--- src/pkg/diag_consts.svh ---
// Register map, field positions and counts of the diagnostic counters and self-test block.
// Assumes a 16-bit management register space with 5-bit word addresses.
`ifndef DIAG_CONSTS_SVH
`define DIAG_CONSTS_SVH

// Register word addresses
`define ADDR_IRQ_STATUS_ONE 5'h12
`define ADDR_IRQ_STATUS_TWO 5'h13
`define ADDR_FALSE_CARRIER 5'h14
`define ADDR_RX_ERROR 5'h15
`define ADDR_SELFTEST 5'h16

// Interrupt register fields
`define BIT_PEND_FC 9
`define BIT_PEND_RE 8
`define BIT_EN_FC 1
`define BIT_EN_RE 0
`define BIT_PEND_JAB 8
`define BIT_EN_JAB 0

// Self-test control fields
`define BIT_ERR_MODE 14
`define BIT_CHK_EN 13
`define BIT_GEN_EN 12
`define BIT_LOCKED 11
`define BIT_SYNC_LOSS 10
`define BIT_GEN_ACTIVE 9

// Counter limits
`define FC_MAX 8'hFF
`define FC_HALF 8'h7F
`define RE_MAX 16'hFFFF
`define RE_HALF 16'h007F
`define BIST_ERR_MAX 8'hFF

// PRBS checker lock and loss thresholds, and the seed of both LFSRs
`define LOCK_MATCHES 4'hF
`define LOSS_MISSES 2'h3
`define LFSR_SEED 7'h7F

`endif

--- src/pkg/diag_pkg.sv ---
// Types shared by the diagnostic counters and self-test block.
// Assumes diag_consts.svh is not needed here; widths are fixed.
package diag_pkg;

	// Management register port request
	typedef struct packed {
		logic [4:0] addr;
		logic [15:0] wdata;
		logic wr;
		logic rd;
	} reg_req_t;

	// Receive-side event inputs
	typedef struct packed {
		logic false_carrier;
		logic rx_dv;
		logic rx_invalid_sym;
		logic mii_loopback;
		logic jabber;
	} rx_evt_t;

	// All state of the block
	typedef struct packed {
		logic [15:0] rdata;
		logic irq;
		logic [7:0] fc_cnt;
		logic [15:0] re_cnt;
		logic pend_fc;
		logic pend_re;
		logic pend_jab;
		logic en_fc;
		logic en_re;
		logic en_jab;
		logic err_mode;
		logic chk_en;
		logic gen_en;
		logic locked;
		logic sync_loss;
		logic gen_active;
		logic [6:0] chk_lfsr;
		logic [3:0] match_cnt;
		logic [1:0] miss_cnt;
		logic [7:0] bist_err;
		logic err_wrap;
		logic [6:0] gen_lfsr;
		logic tx_bit;
		logic tx_valid;
	} state_t;

endpackage

--- src/design/diag_counters.sv ---
// Error counters, interrupt flags and PRBS self-test logic of a 10/100 PHY.
// Assumes all inputs are synchronous to clock; register reads return data the next cycle.
//
// Strobed register access is this design's own decision.
`timescale 1ns/1ns
`include "diag_consts.svh"

module diag_counters (
	// Clock and reset
	input wire logic clock,
	input wire logic rst,
	// Management register port
	input wire diag_pkg::reg_req_t req,
	output logic [15:0] reg_rdata,
	// Receive path events
	input wire diag_pkg::rx_evt_t evt,
	input wire logic prbs_rx_bit,
	input wire logic prbs_rx_valid,
	// Outputs
	output logic irq,
	output logic bist_err_wrap,
	output logic tx_prbs_bit,
	output logic tx_prbs_valid
);

	diag_pkg::state_t st_ff;
	diag_pkg::state_t nxt_st;

	// Address match, used by both read and write decoding
	function automatic logic hit(input diag_pkg::reg_req_t r, input logic [4:0] a);
		hit = r.addr == a;
	endfunction

	// Next PRBS value, x^7 + x^6 + 1
	function automatic logic prbs_fb(input logic [6:0] s);
		prbs_fb = s[6] ^ s[5];
	endfunction

	logic rd_fc;
	logic rd_re;
	logic rd_st;
	logic re_evt;
	logic exp_bit;
	logic mismatch;

	// Decoded strobes and checker compare
	always_comb begin
		rd_fc = req.rd && hit(req, `ADDR_FALSE_CARRIER);
		rd_re = req.rd && hit(req, `ADDR_RX_ERROR);
		rd_st = req.rd && hit(req, `ADDR_SELFTEST);
		re_evt = evt.rx_dv && evt.rx_invalid_sym && !evt.mii_loopback;
		exp_bit = prbs_fb(st_ff.chk_lfsr);
		mismatch = prbs_rx_bit != exp_bit;
	end

	// Next state of the whole block
	always_comb begin
		logic fc_half;
		logic re_half;
		logic [15:0] rd;
		nxt_st = st_ff;
		fc_half = 1'b0;
		re_half = 1'b0;
		rd = 16'h0000;
		nxt_st.err_wrap = 1'b0;

		// False-carrier counter; a read clears, a coincident event counts from one
		if (rd_fc) begin
			nxt_st.fc_cnt = evt.false_carrier ? 8'h01 : 8'h00;
		end else if (evt.false_carrier && st_ff.fc_cnt != `FC_MAX) begin
			nxt_st.fc_cnt = st_ff.fc_cnt + 8'h01;
			fc_half = st_ff.fc_cnt == `FC_HALF;
		end

		// Receive-error counter, same clearing scheme
		if (rd_re) begin
			nxt_st.re_cnt = re_evt ? 16'h0001 : 16'h0000;
		end else if (re_evt && st_ff.re_cnt != `RE_MAX) begin
			nxt_st.re_cnt = st_ff.re_cnt + 16'h0001;
			re_half = st_ff.re_cnt == `RE_HALF;
		end

		// Register writes: enables and modes, write-one clears pending flags
		if (req.wr && hit(req, `ADDR_IRQ_STATUS_ONE)) begin
			nxt_st.en_fc = req.wdata[`BIT_EN_FC];
			nxt_st.en_re = req.wdata[`BIT_EN_RE];
			if (req.wdata[`BIT_PEND_FC]) nxt_st.pend_fc = 1'b0;
			if (req.wdata[`BIT_PEND_RE]) nxt_st.pend_re = 1'b0;
		end
		if (req.wr && hit(req, `ADDR_IRQ_STATUS_TWO)) begin
			nxt_st.en_jab = req.wdata[`BIT_EN_JAB];
			if (req.wdata[`BIT_PEND_JAB]) nxt_st.pend_jab = 1'b0;
		end
		if (req.wr && hit(req, `ADDR_SELFTEST)) begin
			nxt_st.err_mode = req.wdata[`BIT_ERR_MODE];
			nxt_st.chk_en = req.wdata[`BIT_CHK_EN];
			nxt_st.gen_en = req.wdata[`BIT_GEN_EN];
		end

		// Hardware sets placed after clears so an event in the clear cycle survives
		if (fc_half) nxt_st.pend_fc = 1'b1;
		if (re_half) nxt_st.pend_re = 1'b1;
		if (evt.jabber) nxt_st.pend_jab = 1'b1;

		// Reading the self-test register releases the latched sync loss
		if (rd_st) nxt_st.sync_loss = 1'b0;

		// PRBS checker: self-synchronising while hunting, free-running once locked
		if (!st_ff.chk_en) begin
			nxt_st.locked = 1'b0;
			nxt_st.match_cnt = 4'h0;
			nxt_st.miss_cnt = 2'h0;
		end else if (prbs_rx_valid) begin
			if (!st_ff.locked) begin
				nxt_st.chk_lfsr = {st_ff.chk_lfsr[5:0], prbs_rx_bit};
				nxt_st.match_cnt = mismatch ? 4'h0 : st_ff.match_cnt + 4'h1;
				if (!mismatch && st_ff.match_cnt == `LOCK_MATCHES - 4'h1)
					nxt_st.locked = 1'b1;
			end else begin
				nxt_st.chk_lfsr = {st_ff.chk_lfsr[5:0], exp_bit};
				if (mismatch) begin
					nxt_st.miss_cnt = st_ff.miss_cnt + 2'h1;
					if (st_ff.bist_err != `BIST_ERR_MAX) begin
						nxt_st.bist_err = st_ff.bist_err + 8'h01;
					end else if (st_ff.err_mode) begin
						nxt_st.bist_err = 8'h00;
						nxt_st.err_wrap = 1'b1;
					end // Single mode holds at maximum
					if (st_ff.miss_cnt == `LOSS_MISSES - 2'h1) begin
						nxt_st.locked = 1'b0;
						nxt_st.match_cnt = 4'h0;
						nxt_st.miss_cnt = 2'h0;
						nxt_st.sync_loss = 1'b1;
					end
				end else begin
					nxt_st.miss_cnt = 2'h0;
				end
			end
		end

		// PRBS generator; bits stream out continuously while enabled
		nxt_st.gen_active = st_ff.gen_en;
		nxt_st.tx_valid = st_ff.gen_en;
		if (st_ff.gen_en) begin
			nxt_st.gen_lfsr = {st_ff.gen_lfsr[5:0], prbs_fb(st_ff.gen_lfsr)};
			nxt_st.tx_bit = prbs_fb(st_ff.gen_lfsr);
		end else begin
			nxt_st.tx_bit = 1'b0;
		end

		// Read data shows the value before any clear of this cycle
		if (req.rd) begin
			case (req.addr)
				`ADDR_IRQ_STATUS_ONE: begin
					rd[`BIT_PEND_FC] = st_ff.pend_fc;
					rd[`BIT_PEND_RE] = st_ff.pend_re;
					rd[`BIT_EN_FC] = st_ff.en_fc;
					rd[`BIT_EN_RE] = st_ff.en_re;
				end
				`ADDR_IRQ_STATUS_TWO: begin
					rd[`BIT_PEND_JAB] = st_ff.pend_jab;
					rd[`BIT_EN_JAB] = st_ff.en_jab;
				end
				`ADDR_FALSE_CARRIER: begin
					rd = {8'h00, st_ff.fc_cnt};
				end
				`ADDR_RX_ERROR: begin
					rd = st_ff.re_cnt;
				end
				`ADDR_SELFTEST: begin
					rd[`BIT_ERR_MODE] = st_ff.err_mode;
					rd[`BIT_CHK_EN] = st_ff.chk_en;
					rd[`BIT_GEN_EN] = st_ff.gen_en;
					rd[`BIT_LOCKED] = st_ff.locked;
					rd[`BIT_SYNC_LOSS] = st_ff.sync_loss;
					rd[`BIT_GEN_ACTIVE] = st_ff.gen_active;
				end
				default: begin
					rd = 16'h0000;
				end
			endcase
		end
		nxt_st.rdata = rd;

		// Interrupt follows the next flags so it lines up with them
		nxt_st.irq = (nxt_st.pend_fc && nxt_st.en_fc) || (nxt_st.pend_re && nxt_st.en_re)
			|| (nxt_st.pend_jab && nxt_st.en_jab);
	end

	// State register; reset clears everything except the two LFSRs, which load the seed
	always_ff @(posedge clock) begin
		if (rst) begin
			st_ff <= '0;
			st_ff.chk_lfsr <= `LFSR_SEED;
			st_ff.gen_lfsr <= `LFSR_SEED;
		end else begin
			st_ff <= nxt_st;
		end
	end

	// Outputs straight from the state register
	assign reg_rdata = st_ff.rdata;
	assign irq = st_ff.irq;
	assign bist_err_wrap = st_ff.err_wrap;
	assign tx_prbs_bit = st_ff.tx_bit;
	assign tx_prbs_valid = st_ff.tx_valid;
endmodule

--- config.mk ---
export PLATFORM = sky130hd
export DESIGN_NAME = diag_counters
export DESIGN_NICKNAME = d
export VERILOG_FILES = /design/src/pkg/diag_pkg.sv /design/src/design/diag_counters.sv
export VERILOG_INCLUDE_DIRS = /design/src /design/src/pkg
export SDC_FILE = /design/constraint.sdc
export NUM_CORES = 1
export LEC_CHECK = 0
export ABC_AREA = 1
export BUFFER_PORTS_ARGS = -buffer_cell sky130_fd_sc_hd__buf_2
export CAP_MARGIN = 20
export CORE_MARGIN = 8
export CORE_UTILIZATION = 35
export CTS_CLUSTER_DIAMETER = 200
export DETAILED_ROUTE_END_ITERATION = 7
export PLACE_DENSITY = 0.5
export SYNTH_ARGS = -nofsm -noshare
export SYNTH_HDL_FRONTEND = slang
export SYNTH_SLANG_ARGS = --single-unit
--- constraint.sdc ---
create_clock -name clock -period 2.8 [get_ports clock]
set_input_delay 0.14 -clock clock [delete_from_list [all_inputs] [get_ports clock]]
set_output_delay 0.14 -clock clock [all_outputs]
set_load 0.005 [all_outputs]
# ---- After elaboration in Yosys (flattened, before gate mapping)
# Index checks and enable logic that the tools add are counted.
dict set report word_totals {
  ff_bits 83
  inputBits 32
}
dict set report classes {
  n_bitwise 9
  addsub 5
  n_mux 41
  n_eq_ne 15
  n_reduce_logical 30
}
# op n
set op_table {}
lappend op_table {{2-to-1 mux 16 bit} 2}
lappend op_table {{== test 5 bit (second input constant)} 5}
lappend op_table {{2-to-1 mux 8 bit} 3}
lappend op_table {{2-to-1 mux 1 bit} 20}
lappend op_table {{adder 16 x 1 -> 16 bit (second input constant)} 1}
lappend op_table {{adder 8 x 1 -> 8 bit (second input constant)} 2}
lappend op_table {{== test 16 x 7 -> 1 bit (second input constant)} 1}
lappend op_table {{inequality test 16 bit (second input constant)} 1}
lappend op_table {{inequality test 8 bit (second input constant)} 2}
lappend op_table {{logical AND 1 bit} 14}
lappend op_table {{case mux 6 bit (2 select lines)} 1}
lappend op_table {{2-to-1 mux 2 bit} 5}
lappend op_table {{case mux 5 bit (2 select lines)} 1}
lappend op_table {{2-to-1 mux 9 bit} 1}
lappend op_table {{case mux 1 bit (3 select lines)} 3}
lappend op_table {{== test 8 x 7 -> 1 bit (second input constant)} 1}
lappend op_table {{2-to-1 mux 4 bit} 2}
lappend op_table {{inverter 1 bit} 7}
lappend op_table {{2-to-1 mux 6 bit} 1}
lappend op_table {{nonzero test 2 bit} 3}
lappend op_table {{OR reduction 2 bit} 3}
lappend op_table {{OR reduction 6 bit} 1}
lappend op_table {{2-to-1 mux 5 bit} 1}
lappend op_table {{AND reduction 5 bit} 1}
lappend op_table {{other kinds (13)} 18}

# ---- Logic depth before layout (Yosys ltp)
dict set report depth {
  ltp_word 9
  ltp_mapped 11
  ltp_nobuf 10
}

# ---- Worst setup path before layout
# Ideal clock, no wire load.
dict set report synth_timing {
  path_type {register to register}
  startpoint {register st_ff[43] (netlist bit)}
  endpoint {register st_ff[55] (netlist bit)}
  n_path_buf 1
  stages_incl_launch_ff 10
  arrival_ns 1.422
  slack_ns 1.263
  path_cell_list {dfxtp_1 > ha_1 > inv_1 > nor2_2 > nand2_4 > o21ai_4 > nand2_2 > buf_6 > a21oi_1 > nor2_1}
}
dict set report synth_between {
  elab_chain_cells 3
}
# item line_no
set synth_lines {}
lappend synth_lines {{from (decl)} diag_counters.sv:26} ;# diag_pkg::state_t st_ff;
lappend synth_lines {{from (signal assigned)} diag_counters.sv:197} ;# st_ff <= nxt_st;
lappend synth_lines {{adder 16 x 1 -> 16 bit or inequality test 16 bit (tied branches)} --}
lappend synth_lines {{2-to-1 mux 16 bit or logical AND 1 bit (tied branches)} --}
lappend synth_lines {{2-to-1 mux 16 bit or nonzero test 2 bit (tied branches)} --}
# Parallel ways exist; a longest one is shown, timed or not. The select of a mux whose other input is x is not followed.
# A chain may end at the register's enable or synchronous reset.

# ---- Worst setup path after layout
dict set report layout_timing {
  startpoint {register st_ff[43] (netlist bit)}
  endpoint {register st_ff[49] (netlist bit)}
}
# Same word-level chain as after synthesis.

==> reports/qor_table.md <==
| Parameter | This run | Unit |
|---|---|---|
| Leading post-synthesis cells by cell area | sky130_fd_sc_hd__dfxtp_1 (41%), sky130_fd_sc_hd__nand2_1 (15%), sky130_fd_sc_hd__nor2_1 (6.1%) | - |
| Total placed cells including tap cells | 748 | - |
| Post-synth top area share | 0.4122 | - |
| Maximum Capacitance Violations | 0 | - |
| Final Critical Period | 1849 | ps |
| Kind of critical path | reg -> reg | - |
| Net count of the finished layout | 653 | - |
| Cell Area, Placed | 0.004267 | mm^2 |
| Cell type with the largest total area after synthesis | sky130_fd_sc_hd__dfxtp_1 | - |
| Routed wire per std cell | 12.32 | um |
| Mean cell area of the mapped netlist | 6.868 | um^2 |
| Final-report setup violation count | 0 | - |
| Critical Path Source | st_ff[43]$_SDFFE_PP0P_ | - |
| Crit path depth | 9 | - |
| Cell chosen for the clock root | sky130_fd_sc_hd__clkbuf_16 | - |
| Clock latency on the worst-skew pair | 340 | ps |
| Hold Vio Cnt, Final | 0 | - |
| RSZ-0062 raised after global routing | false | - |
| Final Instance Count excl. Fillers | 764 | - |
| Result of the run | complete, no violations | - |
| CTS tree | done | - |
| Critical path endpoint category | flip-flop | - |
| Hpwl dp | 7176 | um |
| Power density normalized to cell area | 547.6 | mW/mm^2 |
| Destination of the critical timing path | st_ff[49]$_SDFFE_PP0P_ | - |
| Number of fillers in the final layout | 1,240 | - |
| Inserted Diodes | 0 | - |
| Largest net degree at the start of global routing | 23 | - |
| Period utilization | 0.6604 | - |
| Clock transition time at the flip-flop clock pins of the worst setup and hold paths | 60 | ps |
| Data required, critical path | 3030 | ps |
| Clk buf depth | 2 | - |
| GP Congestion | 0.8297 | - |
| Least-Margin Pin Slew | 666.7 | ps |
| Final instance area | 0.004571 | mm^2 |
| # resized after CTS | 0 | - |
| Post-synthesis register bit count | 83 | - |
| Area taken by multi-input logic gates | 0.001919 | mm^2 |
| Clock Skews | 6.598 | ps |
| Worst min path class | in -> reg | - |
| Via count | 3,577 | - |
| Cell breakdown of the critical path | ha_1, inv_1, nor2_2, nand2_4, nor2_1, nor2_1, nand2_1, nor2_1, nor2_1 | - |
| Global routing usage summed across all routing layers | 0.1302 | - |
| Top-level port count | 52 | - |
| Slowest cell on the critical path | sky130_fd_sc_hd__nor2_1 | - |
| Share of layout cells above drive strength 1 | 0.1369 | - |
| Nets in the synthesized netlist | 624 | - |
| Largest driver fanout on the critical path | 11 | - |
| Wire length of the first global-routing pass | 15,770 | um |
| Sequential-to-total area share from yosys stat | 0.4122 | - |
| Capturing point of the worst reg2reg path | st_ff[49]$_SDFFE_PP0P_ | - |
| Min Hold Slack | 65.13 | ps |
| Highest clock rate | 540.8 | MHz |
| Count of nets left with antenna violations after detail routing | 0 | - |
| Warning count from the yosys run | 0 | - |
| Number of cell rows | 39 | - |
| TNS Setup | 0 | ps |
| DR vias/cell | 4.682 | - |
| Post-CTS setup repair buffer count | 0 | - |
| Number of instances in the synthesized netlist | 587 | - |
| Slack of the worst reg-to-reg path | 950 | ps |
| Deepest level of the CTS H-tree | 3 | - |
| Buf+Inv Stages, Crit Path | 1 | - |
| Most repeated library cell on the critical path | sky130_fd_sc_hd__nor2_1 | - |
| Count of clock tree sinks | 83 | - |
| Detailed-route wire length | 9411 | um |
| Signed area change from the synthesized netlist to the final layout | 13.38 | % |
| Number of enable-type register cells in the synthesized netlist | 0 | - |
| Stage delay of the slowest cell on the critical path | 510 | ps |
| Launch instance of the worst register-to-register path | st_ff[43]$_SDFFE_PP0P_ | - |
| Grt total ovfl | 0 | - |
| Max-slew headroom at the worst pin | 0.5539 | - |
| Die span in x | 123.3 | um |
| Leakage power total | 0.001936 | uW |
| Asr flop ratio synth | 0 | - |
| CP Data Arrival Time | 2080 | ps |
| Post-layout total power | 2503 | uW |
| Core Footprint | 0.01132 | mm^2 |
| Initial Utilization | 0.3561 | - |
| Via count of the first global-routing pass | 3,465 | - |
| Final max-slew violation count | 0 | - |
| Type of element launching the critical path | flip-flop | - |
| Cts bufs inserted | 9 | - |
| Footprint of the flip-flops and latches | 0.001662 | mm^2 |
| Length of the first detailed-routing pass in iterations | 4 | - |
| Post-synthesis cell type count | 34 | - |
| Worst Reg-to-Reg Cells | 9 | - |
| Hold buffer count at CTS | 0 | - |
| Area of the die | 0.01521 | mm^2 |
| Leading register cell type out of synthesis | sky130_fd_sc_hd__dfxtp_1 | - |
| Post-route DRC violation count | 0 | - |
| Die Y-Extent | 123.3 | um |
| Port Buf Inserts | 42 | - |
| Syn Std Cell Area | 0.004031 | mm^2 |
| Kind of cell adding the most delay to the critical path | simple AND/OR/NAND/NOR gates | - |
| Antenna violations before repair | 0 | - |
| Worst-case vdd ir drop | 0.4248 | mV |
| First DRT Iteration DRCs | 189 | - |
-- cells by family after synthesis --
| logic type | Yosys count | share of synthesized area |
|---|---|---|
| compound gates | 80 | 0.1080 |
| xor+xnor | 8 | 0.01738 |
| simple gates | 312 | 0.3352 |
| fa+ha+maj | 5 | 0.01552 |
| flops | 83 | 0.4122 |
| buf+inv | 99 | 0.1117 |
-- worst min-delay path by stage --
stage | cells past startpoint | endpoint | slack, ps | start
after floorplan | 2 | st_ff[40]$_SDFF_PP0_ | 290 | evt[0]
after global placement | 3 | st_ff[40]$_SDFF_PP0_ | 420 | evt[0]
after detailed placement | 3 | st_ff[40]$_SDFF_PP0_ | 420 | evt[0]
after CTS | 3 | st_ff[40]$_SDFF_PP0_ | 50 | evt[0]
after global routing | 3 | st_ff[40]$_SDFF_PP0_ | 60 | evt[0]
final | 3 | st_ff[40]$_SDFF_PP0_ | 70 | evt[0]
-- layout by cell type (no fill, tap or decap), drive strengths merged, types with 4 or more instances in the layout --
cell type  count
nand2        169
dfxtp         83
nor2          72
inv           70
a21oi         48
nand3         46
buf           46
o21ai         21
nand4         16
clkbuf        10
xor2           6
nor3           6
ha             5
clkinv         5
a31oi          4
-- cell usage after synthesis, types with 4 or more instances --
| library cell | count |
|---|---|
| sky130_fd_sc_hd__nand2_1 | 163 |
| sky130_fd_sc_hd__dfxtp_1 | 83 |
| sky130_fd_sc_hd__nor2_1 | 66 |
| sky130_fd_sc_hd__inv_1 | 65 |
| sky130_fd_sc_hd__a21oi_1 | 48 |
| sky130_fd_sc_hd__nand3_1 | 42 |
| sky130_fd_sc_hd__o21ai_0 | 17 |
| sky130_fd_sc_hd__buf_4 | 16 |
| sky130_fd_sc_hd__nand4_1 | 16 |
| sky130_fd_sc_hd__clkbuf_1 | 7 |
| sky130_fd_sc_hd__xor2_1 | 6 |
| sky130_fd_sc_hd__ha_1 | 5 |
| sky130_fd_sc_hd__inv_2 | 5 |
| sky130_fd_sc_hd__nand2_2 | 5 |
| sky130_fd_sc_hd__nor2_2 | 5 |
| sky130_fd_sc_hd__nor3_1 | 5 |
| sky130_fd_sc_hd__a31oi_1 | 4 |
| sky130_fd_sc_hd__nand3_2 | 4 |
-- tightest hold or removal path: cells and delay by family --
family / cells / cell delay, ps
AO/OA/AOI/OAI: 1 / 60
buffers and inverters: 2 / 150
-- state kept, by name (all words and copies together) (netlist names) --
| signal | cells |
|---|---|
| irq | 1 |
| reg_rdata | 16 |
| tx_prbs_valid | 1 |
| st_ff | 62 |
| nxt_st | 1 |
| tx_prbs_bit | 1 |
| bist_err_wrap | 1 |
-- power by group --
part	internal (uW)	switching, uW	total (uW)	leakage [uW]
logic	35.9	73.2	109	0.00112
registers	1190	7.93	1200	0.000670
clock network	715	481	1200	0.000148
total	1940	562	2500	0.00194
-- stage by stage --
stage | util | worst slack, ps
global route | 0.4037 | 751.7
global placement | 0.3769 | 995.6
CTS | 0.4037 | 939.6
finish | 0.4037 | 950.9
floorplan | - | 1263
detailed placement | 0.3769 | 951.8
-- per-layer routing --
layer | GRT usage | part of all wire | up-vias
met5 | 0 | 0 | -
met4 | 0.03762 | 0.0045 | 0
met3 | 0.04429 | 0.041 | 2
met2 | 0.2230 | 0.48 | 39
met1 | 0.1511 | 0.48 | 1608
li1 | - | - | 1928
-- area by class of cell --
cell class / count / share of cell area
Multi-Input combinational cell: 405 / 0.4199
Sequential cell: 83 / 0.3635
Inverter: 71 / 0.05831
Timing Repair Buffer: 46 / 0.05256
Clock buffer: 10 / 0.05229
Tap cell: 143 / 0.03915
Clock inverter: 6 / 0.01423
Note: power is estimated with default switching activity, not from simulation.
